--- config.mk ---
export PLATFORM = sky130hd
export DESIGN_NAME = docs_config_slew
export DESIGN_NICKNAME = d
export VERILOG_FILES = /design/src/docs_pkg.sv /design/src/docs_tick_gen.sv /design/src/docs_config_slew.sv
export SDC_FILE = /design/constraint.sdc
export NUM_CORES = 1
export LEC_CHECK = 0
export BUFFER_PORTS_ARGS = -buffer_cell sky130_fd_sc_hd__buf_4
export CORE_ASPECT_RATIO = 1.5
export CORE_MARGIN = 8
export CORE_UTILIZATION = 65
export DETAILED_ROUTE_END_ITERATION = 8
export GPL_TIMING_DRIVEN = 0
export PLACE_DENSITY = 0.87
export SYNTH_ARGS = -nofsm -noshare
export SYNTH_HDL_FRONTEND = slang
export SYNTH_SLANG_ARGS = --single-unit
--- constraint.sdc ---
create_clock -name i_sys_clk -period 81.4 [get_ports i_sys_clk]
set_clock_uncertainty 0.1 [all_clocks]
set_input_delay 4.07 -clock i_sys_clk [delete_from_list [all_inputs] [get_ports i_sys_clk]]
set_output_delay 4.07 -clock i_sys_clk [all_outputs]
set_load 0.02 [all_outputs]
--- src/docs_pkg.sv ---
package docs_pkg;

    // serial frame layout
    localparam int          FRAME_BITS    = 24;
    localparam int          RD_FLAG_POS   = 23;
    localparam int          FAULT_POS     = 21;
    localparam int          ADDR_HI       = 20;
    localparam int          ADDR_LO       = 16;
    localparam logic [5:0]  FRAME_BITS_C  = 6'h18;

    // converter output configuration register
    localparam logic [4:0]  CFG_ADDR      = 5'h06;
    localparam logic [23:0] CFG_RESET     = 24'h060C00;
    localparam logic [15:0] CFG_RESET_DAT = CFG_RESET[15:0];

    // field positions inside the data half of the word
    localparam int          INC_HI        = 15;
    localparam int          INC_LO        = 13;
    localparam int          RATE_HI       = 12;
    localparam int          RATE_LO       = 9;
    localparam int          SLEW_ON_POS   = 8;
    localparam int          EXT_RES_POS   = 7;
    localparam int          OUT_EN_POS    = 6;
    localparam int          BUF_PWR_POS   = 5;
    localparam int          OVRNG_POS     = 4;
    localparam int          RANGE_HI      = 3;
    localparam int          RANGE_LO      = 0;

    // range codes accepted by a write
    function automatic logic range_valid(input logic [3:0] code);
        return (code <= 4'h3) || ((code >= 4'h8) && (code <= 4'hD));
    endfunction

    // output change per slew tick, in lsb
    function automatic logic [15:0] step_lsb(input logic [2:0] sel);
        case (sel)
            3'h0:    return 16'h0004;
            3'h1:    return 16'h000C;
            3'h2:    return 16'h0040;
            3'h3:    return 16'h0080;
            3'h4:    return 16'h0100;
            3'h5:    return 16'h0200;
            3'h6:    return 16'h0400;
            default: return 16'h0800;
        endcase
    endfunction

    // slew tick rate in hz
    function automatic int rate_hz(input logic [3:0] sel);
        case (sel)
            4'h0:    return 240000;
            4'h1:    return 200000;
            4'h2:    return 150000;
            4'h3:    return 128000;
            4'h4:    return 64000;
            4'h5:    return 32000;
            4'h6:    return 16000;
            4'h7:    return 8000;
            4'h8:    return 4000;
            4'h9:    return 2000;
            4'hA:    return 1000;
            4'hB:    return 512;
            4'hC:    return 256;
            4'hD:    return 128;
            4'hE:    return 64;
            default: return 16;
        endcase
    endfunction

endpackage

--- src/docs_tick_gen.sv ---
`timescale 1ns/10ps
// one-cycle tick at the selected slew update rate
module docs_tick_gen #(
    parameter int CLK_HZ = 125000000
) (
    input  wire logic       i_sys_clk,
    input  wire logic       i_rst_n,
    input  wire logic       i_enable,
    input  wire logic [3:0] i_rate_sel,
    output logic            o_tick
);

    // the fastest tick rate needs at least one clock per tick
    if (CLK_HZ < 240000) begin : g_bad_clk
        $error("docs_tick_gen: CLK_HZ too small");
    end

    logic [31:0] count;
    logic [31:0] next_count;
    logic        next_tick;
    logic [31:0] period;

    // cycles per tick, never below one
    always_comb begin
        period = 32'(CLK_HZ / docs_pkg::rate_hz(i_rate_sel));
        if (period == 32'h0) period = 32'h1;
        next_count = count;
        next_tick  = 1'b0;
        if (!i_enable) begin
            next_count = 32'h0;
        end else if (count + 32'h1 >= period) begin
            next_count = 32'h0;
            next_tick  = 1'b1;
        end else begin
            next_count = count + 32'h1;
        end
    end

    always_ff @(posedge i_sys_clk) begin
        if (!i_rst_n) begin
            count  <= 32'h0;
            o_tick <= 1'b0;
        end else begin
            count  <= next_count;
            o_tick <= next_tick;
        end
    end

endmodule

--- src/docs_config_slew.sv ---
`timescale 1ns/10ps
// What this block does
// - readback bit 21 shows the inverted fault pin level; writes ignored
// - readback bits 20 to 16 carry the register address, read only
// - register sits at address 0x06, resets to 0x060C00
// - bits 15 to 13 choose the output change per slew tick
// - bits 12 to 9 choose the slew tick rate, 240 kHz down to 16 Hz
// - with slew on, code moves one step per tick toward the target
// - bit 8 turns slew limiting on, off after reset
// - bit 7 picks the external current setting resistor, internal by default
// - bit 6 enables the output terminal driver, off by default
// - bit 5 powers converter core and amplifiers without the output driver
// - bit 4 extends the voltage ranges by twenty percent
// - range codes 0000 to 0011 are voltage ranges
// - range codes 1000 to 1101 are current ranges
// - a write with any other range code is dropped whole
// - a range change starts a calibration refresh; pending flag holds until done
module docs_config_slew #(
    parameter int CLK_HZ = 125000000,
    parameter int CODE_W = 16
) (
    input  wire logic              i_sys_clk,
    input  wire logic              i_rst_n,
    input  wire logic              i_sclk,
    input  wire logic              i_sync_n,
    input  wire logic              i_sdi,
    input  wire logic              i_fault_n,
    input  wire logic [CODE_W-1:0] i_target_code,
    input  wire logic              i_target_valid,
    input  wire logic              i_refresh_done,
    output logic                   o_sdo,
    output logic                   o_sdo_oe,
    output logic [3:0]             o_range,
    output logic                   o_overrange_on,
    output logic                   o_buffer_power_on,
    output logic                   o_output_enable,
    output logic                   o_external_resistor_select,
    output logic                   o_refresh_start,
    output logic                   o_calibration_refresh_pending,
    output logic [CODE_W-1:0]      o_output_code
);

    if (CODE_W != 16) begin : g_bad_width
        $error("docs_config_slew: CODE_W must be 16");
    end

    // two-flop synchronisers for the pins, plus an edge-history flop each for sclk and sync
    logic sclk_s1, sclk_s2, sclk_d;
    logic sync_s1, sync_s2, sync_d;
    logic sdi_s1, sdi_s2;
    logic fault_s1, fault_s2;

    always_ff @(posedge i_sys_clk) begin
        if (!i_rst_n) begin
            sclk_s1  <= 1'b0;
            sclk_s2  <= 1'b0;
            sclk_d   <= 1'b0;
            sync_s1  <= 1'b1;
            sync_s2  <= 1'b1;
            sync_d   <= 1'b1;
            sdi_s1   <= 1'b0;
            sdi_s2   <= 1'b0;
            fault_s1 <= 1'b1;
            fault_s2 <= 1'b1;
        end else begin
            sclk_s1  <= i_sclk;
            sclk_s2  <= sclk_s1;
            sclk_d   <= sclk_s2;
            sync_s1  <= i_sync_n;
            sync_s2  <= sync_s1;
            sync_d   <= sync_s2;
            sdi_s1   <= i_sdi;
            sdi_s2   <= sdi_s1;
            fault_s1 <= i_fault_n;
            fault_s2 <= fault_s1;
        end
    end

    logic sclk_rise, sclk_fall, frame_start, frame_end;
    assign sclk_rise   = sclk_s2 & ~sclk_d & ~sync_s2;
    assign sclk_fall   = ~sclk_s2 & sclk_d & ~sync_s2;
    assign frame_start = ~sync_s2 & sync_d;
    assign frame_end   = sync_s2 & ~sync_d;

    // serial shifter state
    logic [23:0] shift_in, next_shift_in;
    logic [23:0] shift_out, next_shift_out;
    logic [5:0]  bit_cnt, next_bit_cnt;
    logic [4:0]  rb_addr, next_rb_addr;
    logic        next_sdo, next_sdo_oe;
    logic        commit;
    logic [23:0] rb_word;
    logic [15:0] cfg, next_cfg;

    // readback word for the address asked for in the last read frame
    always_comb begin
        rb_word = 24'h0;
        rb_word[docs_pkg::FAULT_POS] = ~fault_s2;
        rb_word[docs_pkg::ADDR_HI:docs_pkg::ADDR_LO] = rb_addr;
        if (rb_addr == docs_pkg::CFG_ADDR) rb_word[15:0] = cfg;
    end

    // shift in on rising sclk, shift out on falling sclk, frame on sync
    always_comb begin
        next_shift_in  = shift_in;
        next_shift_out = shift_out;
        next_bit_cnt   = bit_cnt;
        next_sdo       = o_sdo;
        next_sdo_oe    = o_sdo_oe;
        commit         = 1'b0;
        if (frame_start) begin
            next_shift_out = rb_word;
            next_sdo       = rb_word[23];
            next_sdo_oe    = 1'b1;
            next_bit_cnt   = 6'h0;
        end else if (frame_end) begin
            next_sdo_oe = 1'b0;
            commit      = (bit_cnt == docs_pkg::FRAME_BITS_C);
        end else if (sclk_rise) begin
            next_shift_in = {shift_in[22:0], sdi_s2};
            if (bit_cnt != 6'h3F) next_bit_cnt = bit_cnt + 6'h1;
        end else if (sclk_fall) begin
            next_shift_out = {shift_out[22:0], 1'b0};
            next_sdo       = shift_out[22];
        end
    end

    // configuration register and refresh flag
    logic        next_refresh_start, next_pending;
    logic        wr_cfg, wr_ok;

    always_comb begin
        next_cfg           = cfg;
        next_rb_addr       = rb_addr;
        next_refresh_start = 1'b0;
        wr_cfg = commit && !shift_in[docs_pkg::RD_FLAG_POS]
                 && (shift_in[docs_pkg::ADDR_HI:docs_pkg::ADDR_LO] == docs_pkg::CFG_ADDR);
        wr_ok  = docs_pkg::range_valid(shift_in[3:0]);
        if (commit && shift_in[docs_pkg::RD_FLAG_POS]) begin
            next_rb_addr = shift_in[docs_pkg::ADDR_HI:docs_pkg::ADDR_LO];
        end
        if (wr_cfg && wr_ok) begin
            next_cfg = shift_in[15:0];
            if (shift_in[3:0] != cfg[3:0]) next_refresh_start = 1'b1;
        end
        // a new start wins over a completion in the same cycle
        next_pending = next_refresh_start | (o_calibration_refresh_pending & ~i_refresh_done);
    end

    always_ff @(posedge i_sys_clk) begin
        if (!i_rst_n) begin
            shift_in  <= 24'h0;
            shift_out <= 24'h0;
            bit_cnt   <= 6'h0;
            rb_addr   <= 5'h0;
            o_sdo     <= 1'b0;
            o_sdo_oe  <= 1'b0;
            cfg       <= docs_pkg::CFG_RESET_DAT;
            o_refresh_start               <= 1'b0;
            o_calibration_refresh_pending <= 1'b0;
        end else begin
            shift_in  <= next_shift_in;
            shift_out <= next_shift_out;
            bit_cnt   <= next_bit_cnt;
            rb_addr   <= next_rb_addr;
            o_sdo     <= next_sdo;
            o_sdo_oe  <= next_sdo_oe;
            cfg       <= next_cfg;
            o_refresh_start               <= next_refresh_start;
            o_calibration_refresh_pending <= next_pending;
        end
    end

    // field outputs straight from the register flops
    assign o_range                    = cfg[docs_pkg::RANGE_HI:docs_pkg::RANGE_LO];
    assign o_overrange_on             = cfg[docs_pkg::OVRNG_POS];
    assign o_buffer_power_on          = cfg[docs_pkg::BUF_PWR_POS];
    assign o_output_enable            = cfg[docs_pkg::OUT_EN_POS];
    assign o_external_resistor_select = cfg[docs_pkg::EXT_RES_POS];

    logic slew_on;
    logic tick;
    assign slew_on = cfg[docs_pkg::SLEW_ON_POS];

    docs_tick_gen #(
        .CLK_HZ (CLK_HZ)
    ) u_tick (
        .i_sys_clk  (i_sys_clk),
        .i_rst_n    (i_rst_n),
        .i_enable   (slew_on),
        .i_rate_sel (cfg[docs_pkg::RATE_HI:docs_pkg::RATE_LO]),
        .o_tick     (tick)
    );

    // target capture and slew limited output code
    logic [15:0] target, next_target, next_code, step, gap;

    always_comb begin
        next_target = i_target_valid ? i_target_code : target;
        step        = docs_pkg::step_lsb(cfg[docs_pkg::INC_HI:docs_pkg::INC_LO]);
        gap         = (target > o_output_code) ? target - o_output_code : o_output_code - target;
        next_code   = o_output_code;
        if (!slew_on) begin
            next_code = target;
        end else if (tick && gap != 16'h0) begin
            if (gap <= step) next_code = target;
            else if (target > o_output_code) next_code = o_output_code + step;
            else next_code = o_output_code - step;
        end
    end

    always_ff @(posedge i_sys_clk) begin
        if (!i_rst_n) begin
            target        <= 16'h0;
            o_output_code <= 16'h0;
        end else begin
            target        <= next_target;
            o_output_code <= next_code;
        end
    end

    property p_reset_value;
        @(posedge i_sys_clk) !i_rst_n |=> (cfg == docs_pkg::CFG_RESET_DAT) && !o_calibration_refresh_pending;
    endproperty
    a_reset_value: assert property (p_reset_value) else $error("config not at reset value");

    property p_refresh_set;
        @(posedge i_sys_clk) disable iff (!i_rst_n)
            (wr_cfg && wr_ok && shift_in[3:0] != cfg[3:0]) |=> o_refresh_start && o_calibration_refresh_pending;
    endproperty
    a_refresh_set: assert property (p_refresh_set) else $error("range change did not start refresh");

    property p_pending_hold;
        @(posedge i_sys_clk) disable iff (!i_rst_n)
            (o_calibration_refresh_pending && !i_refresh_done) |=> o_calibration_refresh_pending;
    endproperty
    a_pending_hold: assert property (p_pending_hold) else $error("pending flag dropped early");

    property p_bad_range;
        @(posedge i_sys_clk) disable iff (!i_rst_n)
            (wr_cfg && !wr_ok) |=> $stable(cfg) && !o_refresh_start;
    endproperty
    a_bad_range: assert property (p_bad_range) else $error("invalid range write took effect");

    property p_good_write;
        @(posedge i_sys_clk) disable iff (!i_rst_n)
            (wr_cfg && wr_ok) |=> cfg == $past(shift_in[15:0]);
    endproperty
    a_good_write: assert property (p_good_write) else $error("valid write not stored");

    property p_direct;
        @(posedge i_sys_clk) disable iff (!i_rst_n)
            (!slew_on && !$past(slew_on)) ##1 !slew_on |-> o_output_code == $past(target);
    endproperty
    a_direct: assert property (p_direct) else $error("slew off did not apply target at once");

    property p_step_up;
        @(posedge i_sys_clk) disable iff (!i_rst_n)
            (slew_on && tick && target > o_output_code && gap > step) |=> o_output_code == $past(o_output_code) + $past(step);
    endproperty
    a_step_up: assert property (p_step_up) else $error("slew step size wrong");

    property p_no_overshoot;
        @(posedge i_sys_clk) disable iff (!i_rst_n)
            (slew_on && tick && gap <= step) |=> o_output_code == $past(target);
    endproperty
    a_no_overshoot: assert property (p_no_overshoot) else $error("final slew step not clamped");

    property p_hold_between;
        @(posedge i_sys_clk) disable iff (!i_rst_n)
            (slew_on && !tick) |=> o_output_code == $past(o_output_code);
    endproperty
    a_hold_between: assert property (p_hold_between) else $error("code moved without a tick");

    property p_fault_bit;
        @(posedge i_sys_clk) disable iff (!i_rst_n)
            frame_start |=> o_sdo_oe && shift_out[docs_pkg::FAULT_POS] == !$past(fault_s2)
                            && shift_out[20:16] == $past(rb_addr);
    endproperty
    a_fault_bit: assert property (p_fault_bit) else $error("readback fault or address field wrong");

endmodule

==> results.py <==
metrics = {
    "run_status": {
        "status": "finished, final reports clean",
    },
    "routing": {
        "wl_per_cell_um": 19.4,
        "drcViolationCount": 0,
        "drtIter0Drc": 2285,
        "ant_nets": 0,
        "wirelength_mm": 95.0,
        "first_pass_iters": 8,
        "via_count": 32900,
        "avgViaCountPerCell": 6.72,
    },
    "hold_path": {
        "hold_depth": 1,
        "hold_end": "fault_s2$_SDFF_PN1_",
        "hp-start": "fault_s1$_SDFF_PN1_",
        "hp-class": "flip-flop to flip-flop",
    },
    "critical_path": {
        "cpLargestDelayFamily": "compound AO/OA/AOI/OAI gates",
        "slowest_stage": "o21ai_0",
        "cp_num_buf_inv": 50,
        "worstReg2RegEnd": "u_tick.count[9]$_SDFF_PP0_",
        "r2r_slack_ps": 3550,
        "worst_path_largest_cell_delay_ps": 540,
        "critPathKind": "flip-flop to flip-flop",
        "cp_data_arrival_time_ps": 78120,
        "startpoint_type": "flip-flop",
        "worstPathRequired_ps": 81670,
        "path_max_fanout": 11,
        "cp-end-kind": "flip-flop",
        "worst-r2r-cell-count": 413,
        "cpMostUsedCell": "a21o_1",
    },
    "synth": {
        "synth-edff-count": 0,
        "postSynth.asyncResetShare_pct": 0,
        "synthesis.area_mm2": 0.0301,
        "seq_area_frac_synth_pct": 11.2,
        "netlist_instances": 4146,
        "ys.warnings.count": 0,
        "ys.flop_type": "dfxtp_1",
        "yosysUniqueCellTypes": 130,
        "ys_seq_elements": 168,
        "synthesis.nets": 4570,
        "syn_avg_cell_area_um2": 7.25,
    },
    "sta": {
        "worst_slack_ps": 3550,
        "finalSetupViolCount": 0,
        "maxSlewHeadroom_pct": 6.67,
        "fin_tns_setup_ps": 0,
        "layout_worst_path_cycle_share_pct": 95.6,
        "finalHoldViolations": 0,
        "period_needed_ps": 77850,
        "whs_ps": 308,
        "finalMaxSlewViolations": 0,
        "fmax_mhz": 12.8,
        "worstMarginPinSlew_ps": 1400,
    },
    "die": {
        "initial_core_util_pct": 65.7,
        "die_h_um": 279,
        "die_area_mm2": 0.0535,
        "rows": 96,
        "io_pins": 52,
        "die_w_um": 192,
        "core-area_mm2": 0.0458,
    },
    "finish": {
        "mostFrequentLayoutCells": "nand2_1, ha_1, nor2_1, a21oi_1, o21ai_0",
        "fin_cells": 4903,
        "multiInputGateArea_mm2": 0.0262,
        "final_common_cell": "nand2_1",
        "n_fill_cell": 3462,
        "layout-drive-gt1-share_pct": 12.5,
        "stdcell_area_mm2": 0.0335,
        "seqCellArea_mm2": 0.00336,
        "antenna_cells": 0,
        "area_delta_synth_final_pct": 11.4,
        "finalNetCount": 4727,
        "utilization_pct": 73.2,
    },
    "power": {
        "total_power_uw": 203,
        "powerDensity_mw_per_mm2": 6.05,
        "p_leak_nw": 15.0,
        "irDropWorstVdd_uv": 27.3,
    },
    "clock_network": {
        "htree_levels": 4,
        "hold_buffers": 0,
        "cts_tree": "done",
        "insertion_delay_ps": 460,
        "clk_pin_slew_ps": 70,
        "clock_sinks": 168,
        "clock_path_buffers": 2,
        "cts_root_buf": "clkbuf_16",
        "cts_made_buffers": 17,
    },
    "placement": {
        "dp_cells": 4783,
        "dpl_cell_area_mm2": 0.0312,
        "dp_slack_ps": -11820,
        "portBuffers": 49,
        "gp_congestion": 0.973,
        "dp_hpwl_mm": 69.0,
    },
    "global_route": {
        "antenna_found_initial": 0,
        "grt_first_pass_wirelength_mm": 148,
        "grt-ovfl-total": 0,
        "grt_pass1_vias": 31600,
        "grt_max_degree": 30,
        "grt_usage_pct": 32.9,
    },
    "job": {
        "drv_cap": 0,
    },
}
[how the worst max path moves through the flow]
stage,from,endpoint,slack [ps],depth (start not counted)
floorplan,flip-flop,u_tick.count[10]$_SDFF_PP0_,6290,409
finish,flip-flop,u_tick.count[9]$_SDFF_PP0_,3550,413
detailed placement,flip-flop,u_tick.count[16]$_SDFF_PP0_,-11820,418
global placement,flip-flop,u_tick.count[22]$_SDFF_PP0_,-10690,415
global route,flip-flop,u_tick.count[16]$_SDFF_PP0_,-1380,419
CTS,flip-flop,u_tick.count[9]$_SDFF_PP0_,30,416
[logic make-up (layout without fill, tap and decap cells)]
| kind of cell | count (synthesis) | in the layout | synth area share (%) |
|---|---|---|---|
| AOI/OAI and AO/OA | 1316 | 1316 | 30.2 |
| DFF | 168 | 168 | 11.2 |
| other | 1 | 1 | 0.0125 |
| and+or+nand+nor | 1544 | 1544 | 25.7 |
| adders and majority gates | 400 | 400 | 16.7 |
| xor gates and xnor gates | 242 | 242 | 7.05 |
| muxes | 133 | 133 | 4.70 |
| buffers and inverters | 342 | 511 | 4.47 |
[Yosys cell counts (67+ instances only)]
cell type  instances  area (µm²)
ha_1             398        4980
inv_1            198         743
nor3_1           112         561
mux2i_1           67         671
o21ai_0          238        1190
nand2b_1         103         644
dfxtp_1          168        3360
nor2b_1          114         713
nor2_1           364        1370
o31ai_1           71         533
o21a_1            81         608
nand2_1          420        1580
a21o_1           128         961
clkbuf_1          99         372
a21oi_1          313        1570
xnor2_1          151        1320
xor2_1            91         797
nand3_1          102         510
[layout make-up]
class                   instances  share of cell area (%)
plain buffers                 128                    2.23
clock buffers                  17                    1.27
clock inverters                14                   0.489
inverters                     211                    2.44
multi-input cells            3636                    78.1
flip-flops and latches        168                    10.0
well taps                     588                    2.20
repair buffers                140                    3.17
repair inverters                1                  0.0149
[timing repair]
| item | 4_1_cts | 5_1_grt |
|---|---|---|
| cloned | 1 | 0 |
| gates resized for setup | 120 | 224 |
| setup endpoints to repair | 33 | 33 |
| pin swaps | 12 | 47 |
| buffers inserted | 13 | 77 |
[routing by layer]
metal / vias up / global-route usage [%] / wire length (µm)
li1: 15600 / - / -
met1: 15300 / 33.3 / 34400
met2: 1454 / 59.9 / 47100
met3: 537 / 4.89 / 5560
met4: 0 / 24.5 / 7820
met5: - / 0 / 0
[state kept, by name, summed over array words and instances (netlist names), named ones only]
signal and cells:
o_calibration_refresh_pending 1, fault_s2 1, sdi_s1 1, target 16
o_output_code 16, sync_s1 1, bit_cnt 6, u_tick.o_tick 1
sclk_d 1, sclk_s2 1, o_sdo_oe 1, sclk_s1 1
o_sdo 1, u_tick.count 32, fault_s1 1, shift_out 23
rb_addr 5, shift_in 24, sdi_s2 1, o_refresh_start 1
sync_s2 1, cfg 16, sync_d 1
[worst register-to-register path: cells and delay by family, from the launching register on]
kind            cells  cell delay [ps]
simple gates      116            17990
xor+xnor            1              160
flops               1              310
buf+inv            50             9210
compound gates    209            38460
mux                 9             3010
fa+ha+maj          28             8570
[report_power, final]
group          switching, mW  internal, mW
combinational         0.0200        0.0148
clock                 0.0417        0.0410
sequential           0.00141        0.0837
total                 0.0630         0.139
(Power assumes the default switching activity.)
